===== src/iobsr_pkg.sv =====
// Constants and carrier types for the low I/O bit-access and scratch register bank
package iobsr_pkg;

  // ----------------------------------------------------------------
  // Register addresses in I/O space
  // ----------------------------------------------------------------
  localparam logic [5:0] IOBSR_STATUS_ADDR = 6'h15;
  localparam logic [5:0] IOBSR_SCRATCH0_ADDR = 6'h1e;
  localparam logic [5:0] IOBSR_SCRATCH1_ADDR = 6'h2a;
  localparam logic [5:0] IOBSR_SCRATCH2_ADDR = 6'h2b;
  localparam logic [5:0] IOBSR_BITOP_LAST = 6'h1f;

  // ----------------------------------------------------------------
  // Values after reset and for unmapped reads
  // ----------------------------------------------------------------
  localparam logic [7:0] IOBSR_SCRATCH_RESET = 8'h00;
  localparam logic [7:0] IOBSR_STATUS_RESET = 8'h00;
  localparam logic [7:0] IOBSR_UNMAPPED_READ = 8'h00;

  // ----------------------------------------------------------------
  // Operations issued by the core
  // ----------------------------------------------------------------
  typedef enum logic [2:0] {
    IOBSR_IDLE_OP = 3'b000,
    IOBSR_WRITE_OP = 3'b001,
    IOBSR_READ_OP = 3'b010,
    IOBSR_SET_IO_BIT_OP = 3'b011,
    IOBSR_CLEAR_IO_BIT_OP = 3'b100,
    IOBSR_SKIP_IF_IO_BIT_SET_OP = 3'b101,
    IOBSR_SKIP_IF_IO_BIT_CLEAR_OP = 3'b110
  } iobsr_op_t;

  typedef struct packed {
    iobsr_op_t op;
    logic [5:0] addr;
    logic [7:0] wdata;
    logic [2:0] bit_sel;
  } iobsr_req_t;

  typedef struct packed {
    logic [7:0] rdata;
    logic skip;
    logic done;
  } iobsr_rsp_t;

  typedef struct packed {
    logic [2:0][7:0] scratch;
    logic [7:0] status;
    iobsr_rsp_t rsp;
  } iobsr_state_t;

endpackage


===== src/iobsr_bank.sv =====
// Low I/O register bank: single-bit access, bit tests, write-one-to-clear flags, scratch registers
`timescale 1ns/10ps
module iobsr_bank (
  input wire logic CLOCK,
  input wire logic NRST,
  input wire logic CE,
  input wire iobsr_pkg::iobsr_req_t REQ,
  input wire logic [7:0] FLAG_EVENT,
  output iobsr_pkg::iobsr_rsp_t RSP
);

  // ----------------------------------------------------------------
  // Read decode
  // ----------------------------------------------------------------
  function automatic logic [7:0] iobsr_read(input iobsr_pkg::iobsr_state_t s, input logic [5:0] a);
    logic [7:0] v;
    case (a)
      iobsr_pkg::IOBSR_STATUS_ADDR: v = s.status;
      iobsr_pkg::IOBSR_SCRATCH0_ADDR: v = s.scratch[0];
      iobsr_pkg::IOBSR_SCRATCH1_ADDR: v = s.scratch[1];
      iobsr_pkg::IOBSR_SCRATCH2_ADDR: v = s.scratch[2];
      default: v = iobsr_pkg::IOBSR_UNMAPPED_READ;
    endcase
    return v;
  endfunction

  iobsr_pkg::iobsr_state_t state_reg;
  iobsr_pkg::iobsr_state_t state_next;
  logic [7:0] cur;
  logic [7:0] mask;
  logic [7:0] wval;
  logic wr;
  logic low_addr;

  // ----------------------------------------------------------------
  // Next state
  // ----------------------------------------------------------------
  always_comb begin
    state_next = state_reg;
    cur = iobsr_read(state_reg, REQ.addr);
    mask = 8'h01 << REQ.bit_sel;
    wval = 8'h00;
    wr = 1'b0;
    low_addr = (REQ.addr <= iobsr_pkg::IOBSR_BITOP_LAST);
    if (CE) begin
      state_next.rsp.done = (REQ.op != iobsr_pkg::IOBSR_IDLE_OP);
      case (REQ.op)
        iobsr_pkg::IOBSR_WRITE_OP: begin
          wval = REQ.wdata;
          wr = 1'b1;
        end
        iobsr_pkg::IOBSR_READ_OP: begin
          state_next.rsp.rdata = cur;
        end
        iobsr_pkg::IOBSR_SET_IO_BIT_OP: begin
          // Status gets a lone one on the addressed bit; others get their read value with that bit set
          if (REQ.addr == iobsr_pkg::IOBSR_STATUS_ADDR) begin
            wval = mask;
          end else begin
            wval = cur | mask;
          end
          wr = low_addr;
        end
        iobsr_pkg::IOBSR_CLEAR_IO_BIT_OP: begin
          if (REQ.addr == iobsr_pkg::IOBSR_STATUS_ADDR) begin
            wval = 8'h00;
          end else begin
            wval = cur & ~mask;
          end
          wr = low_addr;
        end
        iobsr_pkg::IOBSR_SKIP_IF_IO_BIT_SET_OP: begin
          state_next.rsp.skip = low_addr & |(cur & mask);
        end
        iobsr_pkg::IOBSR_SKIP_IF_IO_BIT_CLEAR_OP: begin
          state_next.rsp.skip = low_addr & ~|(cur & mask);
        end
        default: begin
          wr = 1'b0;
        end
      endcase
      if (wr) begin
        case (REQ.addr)
          iobsr_pkg::IOBSR_STATUS_ADDR: state_next.status = state_reg.status & ~wval;
          iobsr_pkg::IOBSR_SCRATCH0_ADDR: state_next.scratch[0] = wval;
          iobsr_pkg::IOBSR_SCRATCH1_ADDR: state_next.scratch[1] = wval;
          iobsr_pkg::IOBSR_SCRATCH2_ADDR: state_next.scratch[2] = wval;
          default: state_next.status = state_reg.status;
        endcase
      end
      // A flag raised in the cycle it is cleared survives
      state_next.status = state_next.status | FLAG_EVENT;
    end
  end

  // ----------------------------------------------------------------
  // State register
  // ----------------------------------------------------------------
  always_ff @(posedge CLOCK or negedge NRST) begin
    if (!NRST) begin
      state_reg.scratch <= {3{iobsr_pkg::IOBSR_SCRATCH_RESET}};
      state_reg.status <= iobsr_pkg::IOBSR_STATUS_RESET;
      state_reg.rsp <= '0;
    end else begin
      state_reg <= state_next;
    end
  end

  assign RSP = state_reg.rsp;
endmodule // iobsr_bank


===== config.mk =====
export PLATFORM = sky130hd
export DESIGN_NAME = iobsr_bank
export DESIGN_NICKNAME = d
export VERILOG_FILES = /design/src/iobsr_pkg.sv /design/src/iobsr_bank.sv
export SDC_FILE = /design/constraint.sdc
export NUM_CORES = 1
export LEC_CHECK = 0
export BUFFER_PORTS_ARGS = -buffer_cell sky130_fd_sc_hd__clkbuf_2
export CORE_MARGIN = 8
export CORE_UTILIZATION = 50
export DETAILED_ROUTE_END_ITERATION = 7
export PLACE_DENSITY = 0.72
export RECOVER_POWER = 25
export SYNTH_ARGS = -nofsm -noshare
export SYNTH_HDL_FRONTEND = slang
export SYNTH_SLANG_ARGS = --single-unit

===== constraint.sdc =====
create_clock -name CLOCK -period 5.6 [get_ports CLOCK]
set_input_delay 0.56 -clock CLOCK [delete_from_list [all_inputs] [get_ports CLOCK]]
set_output_delay 0.56 -clock CLOCK [all_outputs]
set_load 0.02 [all_outputs]

==> results.toml <==
[detailed_routing]
drtIter0Drc = 146
drt_wl_total_um = 6720
antenna_left = 0
drc = 0
dr.pass1.iters = 4
wire_per_inst_um = 18.3
vias_per_cell = 5.82
vias = 2137

[synthesis]
synth_area_leader_cell = "dfrtp_1"
yosys_most_used_dff = "dfrtp_1"
synthTopCellsByArea = "dfrtp_1 41%, o21ai_0 5.6%, a21oi_1 4.8%"
syn_area_mm2 = 0.00259
synth_xor_area_frac = 0.00338
synth_edf_count = 0
synth_cells = 276
post_synth_num_cell_types = 49
synth-simple-area-share = 0.206
synthMuxAreaShare = 0.0894
yosys_warnings = 0
synthArstFlopShare = 1.00
ys_ff_latch = 42
synthAdderAreaFrac = 0
synth-compound-area-share = 0.219
synth_top_family_by_area = "compound AO/OA/AOI/OAI gates"
yosysSeqAreaShare = 0.406
synth_common_cells = "42 x dfrtp_1, 30 x nand2_1, 29 x o21ai_0"
yosysTopAreaCellShare = 0.406
synth_area_per_cell_um2 = 9.38
yosysMostFrequentCell = "dfrtp_1"
synth_nets = 307

[hold_path]
hold_start = "FLAG_EVENT[7]"
hold_class = "in2reg"

[grt]
grtUsageTotal = 0.183
grt-ovfl-total = 0
grt_pass1_vias = 2061
grt_max_degree = 43
antenna_found_initial = 0
grt_pass1_wl_um = 10800

[layout]
multiInputGateArea_mm2 = 0.00134
largest_reg_flops = 32
final_util = 0.551
final_nets = 327
fillers = 485
register_area_mm2 = 0.00105
fin_area_mm2 = 0.00278
area_delta_synth_final_pct = 7.34
n_antenna_cell = 0
drive_above_1_share = 0.236

[setup_path]
crit_path_cell_trace = "clkbuf_1 > or3b_1 > a21oi_1 > o21a_1 > nand3_1 > mux2_2"
path_buf_inv = 1
cp.required_ns = 5.79
startpoint = "REQ[18]"
crit_fanout = 23
path_delay_family = "simple AND/OR/NAND/NOR gates"
cp.arrival_ns = 3.05
critPathKind = "in2reg"
slowest_stage = "or3b_1"
endpoint_kind = "flip-flop"
reg2reg_from = "state_reg[14]$_DFFE_PN0P_"
critPathLaunchType = "input pin"
cp_slowest_stage_delay_ns = 0.61

[placement]
post-dp-hpwl_um = 5020
gp_congestion = 0.890
postPlaceCellArea_mm2 = 0.00269
post-place-ws_ns = 2.62
io_buffers = 40

[sta]
setup_violations = 0
fin_skew_ns = 0.00370
finalHoldViolCount = 0
slew_violations = 43
rsz0062_at_grt = "no"
finalCritPeriodShare = 0.510
setup_tns_ns = 0
worst_pin_slew_ns = 2.21
fmax_mhz = 350
slew_headroom = -0.474
final.setup.worst_slack_ns = 2.74
period_needed_ns = 2.86

[power_and_ir_drop]
p_leak_nw = 1.19
total_power_uw = 595
peakVddDrop_uv = 122
power_density_mw_per_mm2 = 214

[die]
core_region_area_mm2 = 0.00504
die_h_um = 88.0
ios = 41
die_x_um = 88.0
dieArea_mm2 = 0.00774
rows = 26
start_util = 0.514

[clock_network]
cts_inserted_buffers = 5
root_buffer = "clkbuf_8"
path_clk_slew_ns = 0.08
clk_path_buf_depth = 2
post_cts_buffers = 0
clkSinkCount = 42
cts_hold_buf = 0
cts_tree = "done"
ctsResizeCount = 0
htree_levels = 2
clkLatencyLatePin_ns = 0.30

[job]
drv_cap = 1

[status]
violations = "max-capacitance violations, max-slew violations"
status = "finished with violations"
-- worst reg2reg max path: stages (launching register included) --
cell,delay (ns)
dfrtp_1,0.39
or4bb_1,0.21
a21oi_1,0.07
or4_4,0.54
o31ai_4,0.28
a21oi_2,0.08
o41ai_2,0.32
-- cells in the final DEF (no fill, tap or decap), types with 7 or more instances in the layout --
cell type   n
dfrtp_1    42
clkbuf_2   38
nand2_1    30
o21ai_0    29
a21oi_1    25
nand3_1    12
mux2_2     11
a22o_1     10
nor2_1      9
mux2i_1     7
-- routing by layer --
layer | vias to the layer above | part of all wire | track usage
met5 | - | 0 | 0
met4 | 0 | 0.017 | 0.0625
met3 | 11 | 0.065 | 0.0366
met2 | 73 | 0.46 | 0.274
met1 | 1005 | 0.45 | 0.253
li1 | 1048 | - | -
-- logic make-up (layout without fill, tap and decap cells) --
family	after synthesis	count (layout)
flip-flops	42	42
AO/OA/AOI/OAI	92	92
AND/OR/NAND/NOR	92	92
XOR/XNOR	1	1
multiplexers	20	20
buffers and inverters	29	50
-- where the power goes --
part	switching, mW	internal [mW]
Combinational	0.0494	0.0259
Clock	0.110	0.0992
Sequential	0.00263	0.307
Total	0.162	0.433
-- path summary, 6_finish.rpt --
kind	to	slack, ns	depth (start not counted)
setup / recovery	state_reg[34]$_DFFE_PN0P_	2.74	6
hold / removal	state_reg[17]$_DFFE_PN0P_	0.48	2
setup reg to reg	RSP[1]$_DFFE_PN0P_	3.60	6
hold reg to reg	state_reg[35]$_DFFE_PN0P_	0.48	2
max in group asynchronous	RSP[1]$_DFFE_PN0P_	3.44	1
min in group asynchronous	state_reg[33]$_DFFE_PN0P_	0.91	1
-- stage by stage --
stage	cells	hold WS (ns)
after floorplan	276	0.264
after global placement	359	0.455
after detailed placement	359	0.468
after CTS	367	0.465
after global routing	367	0.485
final	367	0.477
-- cell type report --
type / instances / area share
clock buffer: 6 / 0.0297
clock inverter: 2 / 0.00450
inverter: 2 / 0.00270
multi-input combinational: 205 / 0.482
sequential: 42 / 0.378
tap: 70 / 0.0315
timing repair buffer: 40 / 0.0711
(Power assumes the default switching activity.)
